[src/include/par_pkg.sv]
// Package with register map, field positions and reset values of the ability registers
package par_pkg;
  // Number of copper ports and the address nibble of the first one
  localparam int          NPORT          = 5;
  localparam logic [3:0]  PORT_FIRST     = 4'h1;
  localparam logic [3:0]  PORT_LAST      = 4'h5;
  // Per-port register offsets (low twelve address bits)
  localparam logic [11:0] OFS_BASIC_CTRL = 12'h100;
  localparam logic [11:0] OFS_BASIC_STAT = 12'h102;
  localparam logic [11:0] OFS_ADVERT     = 12'h108;
  localparam logic [11:0] OFS_PARTNER    = 12'h10a;
  localparam logic [11:0] OFS_EXPANSION  = 12'h10c;
  // Interrupt registers, full sixteen-bit addresses
  localparam logic [15:0] ADDR_IRQ_STAT  = 16'h0f00;
  localparam logic [15:0] ADDR_IRQ_MASK  = 16'h0f02;
  // Field positions
  localparam int          BIT_NEXT_PAGE  = 15;
  localparam int          BIT_ACK        = 14;
  localparam int          BIT_RFAULT     = 13;
  localparam int          BIT_T4         = 9;
  localparam int          BIT_RESTART    = 9;
  localparam int          BIT_AN_DONE    = 5;
  localparam int          EXP_PD_FAULT   = 4;
  localparam int          EXP_LP_NP_ABLE = 3;
  localparam int          EXP_NP_ABLE    = 2;
  localparam int          EXP_PAGE_RX    = 1;
  localparam int          EXP_LP_AN_ABLE = 0;
  // Advertisement: reset value and writable bits (15, 13, 11:10, 8:5, 4:0)
  localparam logic [15:0] ADVERT_RESET   = 16'h05e1;
  localparam logic [15:0] ADVERT_WMASK   = 16'hadff;
  // Partner word bits captured from the code word (not 14, not 12)
  localparam logic [15:0] PARTNER_CMASK  = 16'hafff;
  // Interrupt word: two events per port
  localparam int          IRQ_W          = 2 * NPORT;
  localparam logic [IRQ_W-1:0] IRQ_RESET = 10'h000;
endpackage

[src/include/par_irq_if.sv]
// Interface between the register bank and its interrupt controller
`timescale 1ns/1ns
`default_nettype none
interface par_irq_if;
  import par_pkg::*;
  logic [IRQ_W-1:0] events;
  logic             wr_stat;
  logic             wr_mask;
  logic [IRQ_W-1:0] wdata;
  logic [IRQ_W-1:0] stat;
  logic [IRQ_W-1:0] mask;
  logic             irq;
  modport ctrl (input events, wr_stat, wr_mask, wdata, output stat, mask, irq);
  modport host (output events, wr_stat, wr_mask, wdata, input stat, mask, irq);
endinterface
`default_nettype wire

[src/par_latch_flag.sv]
// Latched-high flag that clears on read unless its cause persists
`timescale 1ns/1ns
`default_nettype none
module par_latch_flag (
  input  wire logic i_sys_clk,
  input  wire logic i_srst,
  input  wire logic i_set,
  input  wire logic i_clr,
  output logic      o_flag
);
  logic flag_reg;
  logic flag_next;

  // Set wins over the read clear
  assign flag_next = i_set | (flag_reg & ~i_clr);

  always_ff @(posedge i_sys_clk) begin
    if (i_srst) begin
      flag_reg <= 1'b0;
    end else begin
      flag_reg <= flag_next;
    end
  end

  assign o_flag = flag_reg;
endmodule
`default_nettype wire

[src/par_irq_ctrl.sv]
// Sticky interrupt status, mask and level interrupt output
`timescale 1ns/1ns
`default_nettype none
module par_irq_ctrl (
  input  wire logic  i_sys_clk,
  input  wire logic  i_srst,
  par_irq_if.ctrl    bus
);
  import par_pkg::*;

  logic [IRQ_W-1:0] stat_reg;
  logic [IRQ_W-1:0] stat_next;
  logic [IRQ_W-1:0] mask_reg;
  logic [IRQ_W-1:0] mask_next;
  logic             irq_reg;
  logic [IRQ_W-1:0] w1c;

  // Write one to clear; a new event in the same cycle stays set
  assign w1c       = bus.wr_stat ? bus.wdata : IRQ_RESET;
  assign stat_next = (stat_reg & ~w1c) | bus.events;
  assign mask_next = bus.wr_mask ? bus.wdata : mask_reg;

  // Status, mask and registered interrupt level
  always_ff @(posedge i_sys_clk) begin
    if (i_srst) begin
      stat_reg <= IRQ_RESET;
      mask_reg <= IRQ_RESET;
      irq_reg  <= 1'b0;
    end else begin
      stat_reg <= stat_next;
      mask_reg <= mask_next;
      irq_reg  <= |(stat_reg & mask_reg);
    end
  end

  assign bus.stat = stat_reg;
  assign bus.mask = mask_reg;
  assign bus.irq  = irq_reg;
endmodule
`default_nettype wire

[src/par_ability_regs.sv]
// Auto-negotiation ability registers of the five copper ports
//
// Overview of operation
// - Advertise next page bit, writable, reset zero
// - Advertise remote fault bit, writable, reset zero
// - Pause field bits 11:10 writable, reset 01
// - T4 advertisement bit always reads zero
// - Speed and duplex bits writable, reset one
// - Partner word read-only, filled from code word
// - Partner acknowledge bit set once word received
// - Partner remote fault bit from received page
// - Parallel detection fault latched high
// - Expansion bit 3 mirrors partner next page
// - Expansion bit 2 always reads one
// - Page received flag latched high
// - Expansion bit 0 shows partner negotiation ability
// - Basic status bit 5 shows negotiation done
`timescale 1ns/1ns
`default_nettype none
module par_ability_regs (
  input  wire logic                           i_sys_clk,
  input  wire logic                           i_srst,
  input  wire logic [15:0]                    i_addr,
  input  wire logic [15:0]                    i_wdata,
  input  wire logic                           i_wr,
  input  wire logic                           i_rd,
  input  wire logic [par_pkg::NPORT-1:0]      i_lcw_valid,
  input  wire logic [par_pkg::NPORT*16-1:0]   i_lcw_data,
  input  wire logic [par_pkg::NPORT-1:0]      i_lp_an_able,
  input  wire logic [par_pkg::NPORT-1:0]      i_pd_fault,
  input  wire logic [par_pkg::NPORT-1:0]      i_an_done,
  output logic      [15:0]                    o_rdata,
  output logic                                o_irq,
  output logic      [par_pkg::NPORT-1:0]      o_restart_an,
  output logic      [par_pkg::NPORT*16-1:0]   o_adv_word
);
  import par_pkg::*;

  // Address split into port nibble and register offset
  logic [3:0]  port_sel;
  logic [11:0] reg_ofs;
  assign port_sel = i_addr[15:12];
  assign reg_ofs  = i_addr[11:0];

  // Interrupt register decode
  logic hit_irq_stat;
  logic hit_irq_mask;
  assign hit_irq_stat = (i_addr == ADDR_IRQ_STAT);
  assign hit_irq_mask = (i_addr == ADDR_IRQ_MASK);

  // Per-port read words, chained into one bus value
  logic [15:0] port_rd   [NPORT];
  logic [15:0] rd_chain  [NPORT+1];
  logic        port_hit  [NPORT];
  logic        hit_chain [NPORT+1];

  assign rd_chain[0]  = 16'h0000;
  assign hit_chain[0] = 1'b0;

  // Interrupt controller link
  par_irq_if irq_bus ();

  genvar p;
  generate
    for (p = 0; p < NPORT; p++) begin : g_port
      // Selection of this port by the address nibble
      logic sel;
      logic wr_ctrl;
      logic wr_adv;
      logic rd_exp;
      logic hit_ctrl;
      logic hit_stat;
      logic hit_adv;
      logic hit_lp;
      logic hit_exp;
      assign sel      = (port_sel == 4'(p + 1));
      assign hit_ctrl = sel & (reg_ofs == OFS_BASIC_CTRL);
      assign hit_stat = sel & (reg_ofs == OFS_BASIC_STAT);
      assign hit_adv  = sel & (reg_ofs == OFS_ADVERT);
      assign hit_lp   = sel & (reg_ofs == OFS_PARTNER);
      assign hit_exp  = sel & (reg_ofs == OFS_EXPANSION);
      assign wr_ctrl  = i_wr & hit_ctrl;
      assign wr_adv   = i_wr & hit_adv;
      assign rd_exp   = i_rd & hit_exp;

      // Received code word of this port
      logic [15:0] lcw;
      assign lcw = i_lcw_data[p*16 +: 16];

      // Local advertisement with writable fields only
      logic [15:0] adv_reg;
      logic [15:0] adv_next;
      assign adv_next = wr_adv ? (i_wdata & ADVERT_WMASK) : adv_reg;

      // Restart pulse, one cycle per write of the restart bit
      logic restart_reg;
      logic restart_next;
      assign restart_next = wr_ctrl & i_wdata[BIT_RESTART];

      // Partner word and its received marker
      logic [15:0] lp_reg;
      logic [15:0] lp_next;
      logic        rx_seen_reg;
      logic        rx_seen_next;
      assign lp_next      = i_lcw_valid[p] ? (lcw & PARTNER_CMASK) : lp_reg;
      assign rx_seen_next = i_lcw_valid[p] | (rx_seen_reg & ~restart_reg);

      // Sampled partner ability and completion levels
      logic lp_an_reg;
      logic an_done_reg;

      // Register update for this port
      always_ff @(posedge i_sys_clk) begin
        if (i_srst) begin
          adv_reg     <= ADVERT_RESET;
          restart_reg <= 1'b0;
          lp_reg      <= 16'h0000;
          rx_seen_reg <= 1'b0;
          lp_an_reg   <= 1'b0;
          an_done_reg <= 1'b0;
        end else begin
          adv_reg     <= adv_next;
          restart_reg <= restart_next;
          lp_reg      <= lp_next;
          rx_seen_reg <= rx_seen_next;
          lp_an_reg   <= i_lp_an_able[p];
          an_done_reg <= i_an_done[p];
        end
      end

      // Latched-high expansion flags, cleared by reading expansion
      logic page_flag;
      logic pdf_flag;
      par_latch_flag u_page (
        .i_sys_clk (i_sys_clk),
        .i_srst    (i_srst),
        .i_set     (i_lcw_valid[p]),
        .i_clr     (rd_exp),
        .o_flag    (page_flag)
      );
      par_latch_flag u_pdf (
        .i_sys_clk (i_sys_clk),
        .i_srst    (i_srst),
        .i_set     (i_pd_fault[p]),
        .i_clr     (rd_exp),
        .o_flag    (pdf_flag)
      );

      // Read views of the three ability words and basic status
      logic [15:0] adv_view;
      logic [15:0] lp_view;
      logic [15:0] exp_view;
      logic [15:0] stat_view;
      assign adv_view = adv_reg & ~(16'h0001 << BIT_T4);
      assign lp_view  = lp_reg | (16'(rx_seen_reg) << BIT_ACK);
      assign exp_view = (16'(pdf_flag) << EXP_PD_FAULT)
                      | (16'(lp_reg[BIT_NEXT_PAGE]) << EXP_LP_NP_ABLE)
                      | (16'h0001 << EXP_NP_ABLE)
                      | (16'(page_flag) << EXP_PAGE_RX)
                      | (16'(lp_an_reg) << EXP_LP_AN_ABLE);
      assign stat_view = 16'(an_done_reg) << BIT_AN_DONE;

      // Read selection for this port
      assign port_rd[p]  = hit_adv  ? adv_view  :
                           hit_lp   ? lp_view   :
                           hit_exp  ? exp_view  :
                           hit_stat ? stat_view : 16'h0000;
      assign port_hit[p] = hit_adv | hit_lp | hit_exp | hit_stat | hit_ctrl;
      assign rd_chain[p+1]  = rd_chain[p] | port_rd[p];
      assign hit_chain[p+1] = hit_chain[p] | port_hit[p];

      // Events toward the interrupt controller
      assign irq_bus.events[2*p]     = i_lcw_valid[p];
      assign irq_bus.events[2*p + 1] = i_pd_fault[p];

      // Outputs toward the negotiation engine
      assign o_restart_an[p]         = restart_reg;
      assign o_adv_word[p*16 +: 16]  = adv_view;
    end
  endgenerate

  // Interrupt register writes
  assign irq_bus.wr_stat = i_wr & hit_irq_stat;
  assign irq_bus.wr_mask = i_wr & hit_irq_mask;
  assign irq_bus.wdata   = i_wdata[IRQ_W-1:0];

  par_irq_ctrl u_irq (
    .i_sys_clk (i_sys_clk),
    .i_srst    (i_srst),
    .bus       (irq_bus)
  );

  // Read data source; unmapped and control reads return zero
  logic [15:0] rdata_sel;
  logic [15:0] rdata_next;
  assign rdata_sel  = hit_irq_stat ? {6'h00, irq_bus.stat} :
                      hit_irq_mask ? {6'h00, irq_bus.mask} :
                      rd_chain[NPORT];
  assign rdata_next = i_rd ? rdata_sel : 16'h0000;

  // Read data stands only in the cycle after the strobe
  logic [15:0] rdata_reg;
  always_ff @(posedge i_sys_clk) begin
    if (i_srst) begin
      rdata_reg <= 16'h0000;
    end else begin
      rdata_reg <= rdata_next;
    end
  end

  assign o_rdata = rdata_reg;
  assign o_irq   = irq_bus.irq;
endmodule
`default_nettype wire

[config.mk]
export PLATFORM = sky130hd
export DESIGN_NAME = par_ability_regs
export DESIGN_NICKNAME = d
export VERILOG_FILES = /design/src/include/par_pkg.sv /design/src/include/par_irq_if.sv /design/src/par_latch_flag.sv /design/src/par_irq_ctrl.sv /design/src/par_ability_regs.sv
export SDC_FILE = /design/constraint.sdc
export NUM_CORES = 1
export LEC_CHECK = 0
export BUFFER_PORTS_ARGS = -buffer_cell sky130_fd_sc_hd__clkbuf_2
export CAP_MARGIN = 15
export CELL_PAD_IN_SITES_DETAIL_PLACEMENT = 0
export CELL_PAD_IN_SITES_GLOBAL_PLACEMENT = 2
export CORE_MARGIN = 4
export CORE_UTILIZATION = 33
export DETAILED_ROUTE_END_ITERATION = 8
export GPL_ROUTABILITY_DRIVEN = 0
export PLACE_DENSITY_LB_ADDON = 0.1
export SETUP_SLACK_MARGIN = 0.2
export SKIP_CTS_REPAIR_TIMING = 1
export SLEW_MARGIN = 20
export SYNTH_ARGS = -nofsm -noshare
export SYNTH_HDL_FRONTEND = slang
export SYNTH_SLANG_ARGS = --single-unit
[constraint.sdc]
create_clock -name i_sys_clk -period 3.58 [get_ports i_sys_clk]
set_clock_uncertainty 0.05 [all_clocks]
set_input_delay 0.716 -clock i_sys_clk [delete_from_list [all_inputs] [get_ports i_sys_clk]]
set_output_delay 0.716 -clock i_sys_clk [all_outputs]
set_load 0.01 [all_outputs]
==> results of run 1 <==
-- cell families (layout without fill, tap and decap cells) --
group,count (synthesis),after routing
other,1,16
DFF,201,201
muxes,101,101
AOI/OAI and AO/OA,194,194
buffers and inverters,97,306
and+or+nand+nor,420,420
-- final cells by class --
cell class | instances | area [µm²] | area share [%]
Multi-Input combinational cell | 731 | 4320 | 39.4
Sequential cell | 201 | 4020 | 36.7
Timing Repair Buffer | 256 | 1430 | 13.0
Clock buffer | 40 | 732 | 6.68
Tap cell | 335 | 419 | 3.82
Inverter | 8 | 30.0 | 0.274
Clock inverter | 2 | 13.8 | 0.126
-- worst min path at each step --
| stage | slack, ns | cells past startpoint | start | endpoint |
|---|---|---|---|---|
| finish | 0.36 | 2 | i_lp_an_able[4] | g_port[4].lp_an_reg$_SDFF_PP0_ |
| global route | 0.36 | 2 | i_an_done[1] | g_port[1].an_done_reg$_SDFF_PP0_ |
| global placement | 0.41 | 2 | g_port[0].adv_reg[3]$_SDFFE_PP0P_ | g_port[0].adv_reg[3]$_SDFFE_PP0P_ |
| CTS | 0.34 | 2 | i_lp_an_able[4] | g_port[4].lp_an_reg$_SDFF_PP0_ |
| detailed placement | 0.41 | 2 | g_port[0].adv_reg[3]$_SDFFE_PP0P_ | g_port[0].adv_reg[3]$_SDFFE_PP0P_ |
| floorplan | 0.39 | 2 | u_irq.bus.stat[0]$_SDFF_PP0_ | o_rdata[0]$_SDFF_PP0_ |
-- metrics by stage --
step / setup WS [ns] / hold slack (ns) / std cells / util (%)
2_1_floorplan: 1.02 / 0.389 / 1029 / -
3_3_place_gp: 0.449 / 0.412 / 1531 / 39.2
3_5_place_dp: 0.461 / 0.413 / 1531 / 39.2
4_1_cts: 0.989 / 0.341 / 1573 / 42.1
5_1_grt: 0.845 / 0.357 / 1573 / 42.1
6_report: 0.838 / 0.357 / 1573 / 42.1
-- cell usage after synthesis (11+ instances only) --
library cell and count:
nand2_1 182, mux2i_1 92, nor2_1 131, o21ai_0 21
clkbuf_1 53, nor2b_1 21, a22oi_1 39, a21oi_1 69
o22ai_1 11, nand3b_1 30, buf_4 23, dfxtp_1 201
-- power by group through the flow --
stage	clock [mW]	combinational, mW	sequential (mW)
finish	2.34	0.436	2.35
detailed placement	0	0.433	2.40
global placement	0	0.432	2.40
CTS	2.38	0.435	2.35
global route	2.48	0.473	2.36
floorplan	0	0.245	2.39
-- routing by layer --
layer	part of all wire (%)	vias to the layer above	track usage, %	routed length [µm]
met5	0	-	0	0
met2	46	296	37.7	16300
met3	6.4	47	3.95	2250
met1	45	3909	33.1	15900
met4	2.4	0	5.80	864
li1	-	3918	-	-
==> reports/qor.csv, run 1 <==
stage,metric,value,unit
pwr,worst vdd ir,0.000277,V
clocking,clock-pin slew on the worst setup and hold paths,0.06,ns
worst_hold_path,Hold WC Path Type,in -> reg,
die,row cnt,59,
pwr,Sw Share,24.6,%
timing,RSZ-0062 raised after global routing,false,
timing,Final Hold Fails,0,
die,I/O pins,238,
setup_path,crit-path leading delay family,compound AO/OA/AOI/OAI gates,
pwr,P_sw,1.26,mW
synth,main area contributors after synthesis,"dfxtp_1 (46%), mux2i_1 (11%), nand2_1 (7.8%), nor2_1 (5.6%), a21oi_1 (4.0%)",
setup_path,Worst EP arrival,3.07,ns
setup_path,reg2reg start,g_port[2].adv_reg[5]$_SDFFE_PP1P_,
layout,Nets,1358,
setup_path,Worst Setup End Kind,register,
clocking,worst-skew pair later-pin latency,0.52,ns
drt,1st-iter DRT viols,738,
synth,"FF+latch count, synth",201,
timing,Final Cycle Share,76.6,%
setup_path,Required @ worst endpoint,3.91,ns
synth,"EDFF count, synth",0,
synth,Cells after Synth,1014,
setup_path,Startpoint Class,primary input,
synth,largest family of logic cells by synthesized area,simple AND/OR/NAND/NOR gates,
synth,synthesized area,0.00874,mm²
clocking,Clock Tree Buf Depth,3,
grt,All-Layer GR Usage,23.5,%
grt,initial antenna violation count,0,
drt,drt pass-1 iters,5,
drt,DRC Markers,0,
synth,post-synthesis xor/xnor area fraction,0,%
pwr,P_int,3.87,mW
synth,multiplexer share of the synthesized area,11.7,%
synth,leading area contributor after synthesis,dfxtp_1,
setup_path,CP Buf/Inv Count,2,
die,Starting Density,33.5,%
drt,post-route antenna net violation count,0,
timing,Max Transition Viols Final,0,
drt,WL/cell,22.5,µm
drt,DR vias,8170,
setup_path,max incr delay on CP,0.53,ns
clocking,CTS Buf Count,24,
place,Buffers on Ports,209,
timing,clock period minus worst slack,2.74,ns
grt,first-pass GRT wire length,51300,µm
synth,synth unique cells,58,
setup_path,Critical-path top delay cell,a222oi_1,
setup_path,critical path capture point,o_rdata[8]$_SDFF_PP0_,
setup_path,maximum fanout along the worst path,16,
setup_path,total stage count of the critical path,7,
synth,share of the synthesized area in the top cell type,46.1,%
drt,vias per cell,5.19,
die,Core ar.,0.0261,mm²
setup_path,RR Endpoint,o_rdata[5]$_SDFF_PP0_,
synth,simple-gate share of the synthesized area,22.2,%
layout,Finished Cell Area,0.0110,mm²
timing,setup_tns,0,ns
grt,number of global-route vias before repair,7848,
synth,Synth warnings,0,
clocking,H-tree levels,1,
clocking,CTS Sinks,201,
clocking,CTS tree,built,
pwr,clock power share,45.6,%
layout,layout cell share with drive strength beyond 1,25.3,%
place,post-detail-place hpwl,26200,µm
synth,sequential area share after synthesis,46.1,%
layout,"commonest non-fill, non-tap cells in the layout","clkbuf_2 (208), dfxtp_1 (201), nand2_1 (182)",
pwr,total power,5.13,mW
synth,Post-synth ARST share,0,%
synth,most used flip-flop cell after synthesis,dfxtp_1,
timing,Finish-stage setup viols,0,
die,Die Wd,171,µm
layout,max reg flops,70,
die,die height,171,µm
timing,measured slew at the worst slew-check pin,0.938,ns
outcome,run status,completed,
synth,Synth Area in Compound Gates,14.5,%
clocking,Root Driver,clkbuf_16,
layout,fill cell count,2682,
die,die area,0.0291,mm²
layout,Syn-to-layout area delta,25.5,%
pwr,Power Density,468,mW/mm²
synth,post-synthesis average cell area,8.62,µm²
pwr,Leak,4.72,nW
synth,Synth Area in Adders,0,%
layout,"commonest non-fill, non-tap cell in the layout",clkbuf_2,
drt,Routed WL,35300,µm
timing,Relative slew margins,37.5,%
flow_run,max-cap viol count,0,
timing,Max Clock Freq,365,MHz
pwr,combinational power share,8.5,%
pwr,Seq pwr share,45.8,%
setup_path,CP Cell Sequence,clkbuf_2 -> buf_4 -> and3_1 -> a222oi_1 -> o22ai_1 -> a211oi_1 -> o21ai_0,
grt,GRT Residual Overflow,0,
setup_path,worst setup path start,i_addr[12],
layout,n_diodes,0,
setup_path,Reg2Reg Depth,6,
setup_path,CP Class,in -> reg,
setup_path,R2R setup slack,1.49,ns
grt,pin count of the biggest net entering global routing,89,
place,placed cell areas,0.0102,mm²
(Power assumes the default switching activity.)
==> run 2: changes to the inputs <==
ABC_AREA = 1   (was unset)
CORE_UTILIZATION = 28   (was 33)
clock period = 2.7 ns   (was 3.58 ns; I/O delays follow)
==> reports/qor.csv, run 2 <==
stage,metric,value,unit
timing,Finish-stage setup viols,0,
setup_path,maximum fanout along the worst path,16,
setup_path,Startpoint Class,primary input,
layout,Nets,1602,
layout,"commonest non-fill, non-tap cell in the layout",nand2_1,
place,placed cell areas,0.0104,mm²
layout,fill cell count,3400,
clocking,CTS tree,built,
setup_path,most frequent CP cell,nor2_2,
clocking,Root Driver,clkbuf_16,
layout,Non-Filler Instances,1882,
setup_path,max incr delay on CP,0.31,ns
grt,pin count of the biggest net entering global routing,72,
synth,"FF+latch count, synth",201,
layout,area of the multi-input gates,0.00405,mm²
layout,Syn-to-layout area delta,26.8,%
worst_hold_path,hold_sp,i_an_done[4],
pwr,Power Density,623,mW/mm²
outcome,run status,completed,
synth,"EDFF count, synth",0,
timing,clock period minus worst slack,1.90,ns
timing,Max Transition Viols Final,0,
drt,1st-iter DRT viols,584,
place,post-detail-place hpwl,27000,µm
synth,most common cell in the synthesized netlist,nand2_1,
clocking,Clock Tree Buf Depth,3,
setup_path,Reg2Reg Depth,8,
pwr,Leak,5.51,nW
timing,Final Cycle Share,70.3,%
setup_path,CP Class,in -> reg,
worst_hold_path,Hold WC Path Type,in -> reg,
synth,most used flip-flop cell after synthesis,dfxtp_1,
drt,post-route antenna net violation count,0,
synth,commonest cells in the synthesized netlist,"nand2_1 (247), nor2_1 (212), dfxtp_1 (201), o21ai_0 (145), inv_1 (96)",
clocking,CTS Buf Count,25,
synth,main area contributors after synthesis,"dfxtp_1 (46%), nand2_1 (10%), nor2_1 (9.0%), o21ai_0 (8.2%), a21oi_1 (4.1%)",
synth,synth unique cells,32,
timing,Relative slew margins,65.1,%
die,I/O pins,238,
synth,Synth warnings,0,
clocking,CTS Sinks,201,
die,die height,186,µm
grt,GRT Residual Overflow,0,
clocking,worst-skew pair later-pin latency,0.52,ns
synth,share of the synthesized area in the top cell type,45.5,%
drt,Routed WL,35300,µm
die,Die Wd,186,µm
flow_run,max-cap viol count,0,
setup_path,Required @ worst endpoint,3.04,ns
drt,WL/cell,18.7,µm
grt,All-Layer GR Usage,19.7,%
timing,measured slew at the worst slew-check pin,0.520,ns
drt,vias per cell,4.63,
place,Post-Place Cells,1835,
clocking,H-tree levels,1,
synth,Post-synth ARST share,0,%
die,Starting Density,28.7,%
worst_hold_path,hold worst-path end,g_port[4].an_done_reg$_SDFF_PP0_,
setup_path,Worst EP arrival,2.24,ns
grt,initial antenna violation count,1,
timing,worst hold margin,0.154,ns
pwr,worst vdd ir,0.000400,V
drt,DRC Markers,0,
setup_path,worst setup path start,i_addr[4],
place,Buffers on Ports,209,
layout,register area,0.00402,mm²
worst_hold_path,Worst Hold Depth,3,
setup_path,Critical-path top delay cell,nor2_1,
setup_path,reg2reg start,g_port[4].adv_reg[4]$_SDFFE_PP0P_,
synth,post-synthesis average cell area,7.06,µm²
layout,"commonest non-fill, non-tap cells in the layout","nand2_1 (247), nor2_1 (212), clkbuf_2 (209)",
setup_path,Worst Setup End Kind,register,
synth,synthesized area,0.00884,mm²
synth,leading area contributor after synthesis,dfxtp_1,
layout,Finished Cell Area,0.0112,mm²
timing,Final Hold Fails,0,
drt,DR vias,8722,
synth,Cells after Synth,1253,
layout,max reg flops,70,
grt,first-pass GRT wire length,52000,µm
die,die area,0.0345,mm²
grt,number of global-route vias before repair,8427,
timing,RSZ-0062 raised after global routing,false,
timing,Max Clock Freq,527,MHz
clocking,clock-pin slew on the worst setup and hold paths,0.06,ns
drt,drt pass-1 iters,5,
synth,sequential area share after synthesis,45.5,%
setup_path,RR Endpoint,o_rdata[4]$_SDFF_PP0_,
setup_path,R2R setup slack,1.37,ns
layout,layout cell share with drive strength beyond 1,22.3,%
die,Core ar.,0.0308,mm²
setup_path,CP Cell Sequence,clkbuf_2 -> nor2_2 -> nand3_1 -> nor2_2 -> nand2_1 -> nor2_1 -> inv_2 -> o21ai_0 -> a21oi_1,
timing,setup_tns,0,ns
die,row cnt,64,
==> run 2: changes by cell type after synthesis, sizes merged, moves of 13 or more <==
cell    delta
a22oi     -39
clkbuf    -13
inv       +97
mux2i     -92
nand2     +67
nand3     +59
nand3b    -25
nand4     +30
nor2     +102
nor2b     -21
o211ai    +29
o21ai    +127
==> run 2: cells by family after synthesis <==
kind of cell | after synthesis | synth area share (%)
simple gates | 600 | 29.2
compound gates | 261 | 15.9
flops | 201 | 45.5
buf+inv | 190 | 9.33
other cells | 1 | 0.0424
==> run 2: metrics by stage <==
| step | power (mW) | worst slack, ns | utilization [%] |
|---|---|---|---|
| 4_1_cts | 7.08 | 0.807 | 36.3 |
| 3_5_place_dp | 3.65 | 0.286 | 33.6 |
| 3_3_place_gp | 3.65 | 0.314 | 33.6 |
| 5_1_grt | 7.26 | 0.557 | 36.4 |
| 6_report | 6.98 | 0.801 | 36.4 |
| 2_1_floorplan | 3.42 | 0.759 | - |
==> run 2: layout make-up <==
class / instances / share of cell area, %
clock inverters: 9 / 0.882
multi-input cells: 877 / 36.1
flip-flops and latches: 201 / 35.9
well taps: 396 / 4.42
inverters: 110 / 3.69
clock buffers: 36 / 6.57
diodes: 2 / 0.0446
repair buffers: 251 / 12.4
==> run 2: per-layer routing <==
layer | global-route usage, % | part of all wire, %
met2 | 29.2 | 43
met3 | 3.21 | 4.8
met4 | 4.87 | 2.6
met5 | 0 | 0
met1 | 29.7 | 50
==> run 2: worst max path at each step <==
| stage | endpoint | depth (start not counted) | slack (ns) |
|---|---|---|---|
| 3_3_place_gp | o_rdata[8]$_SDFF_PP0_ | 9 | 0.31 |
| 4_1_cts | g_port[0].adv_reg[11]$_SDFFE_PP0P_ | 9 | 0.81 |
| 3_5_place_dp | g_port[0].adv_reg[11]$_SDFFE_PP0P_ | 9 | 0.29 |
| 5_1_grt | g_port[0].adv_reg[13]$_SDFFE_PP0P_ | 9 | 0.56 |
| 2_1_floorplan | g_port[3].adv_reg[5]$_SDFFE_PP1P_ | 11 | 0.76 |
| 6_report | g_port[0].adv_reg[13]$_SDFFE_PP0P_ | 9 | 0.80 |
==> run 2: report_power, final <==
part           switching, mW  leakage (nW)  total, mW  internal (mW)
Sequential            0.0611          1.65       3.14           3.07
Combinational          0.294          3.44      0.449          0.156
Clock                   1.32         0.419       3.40           2.08
==> run 2: critical path: cells and delay by family <==
kind	cells	cell delay, ns
AND/OR/NAND/NOR	5	1.16
buffers and inverters	2	0.29
AO/OA/AOI/OAI	2	0.24
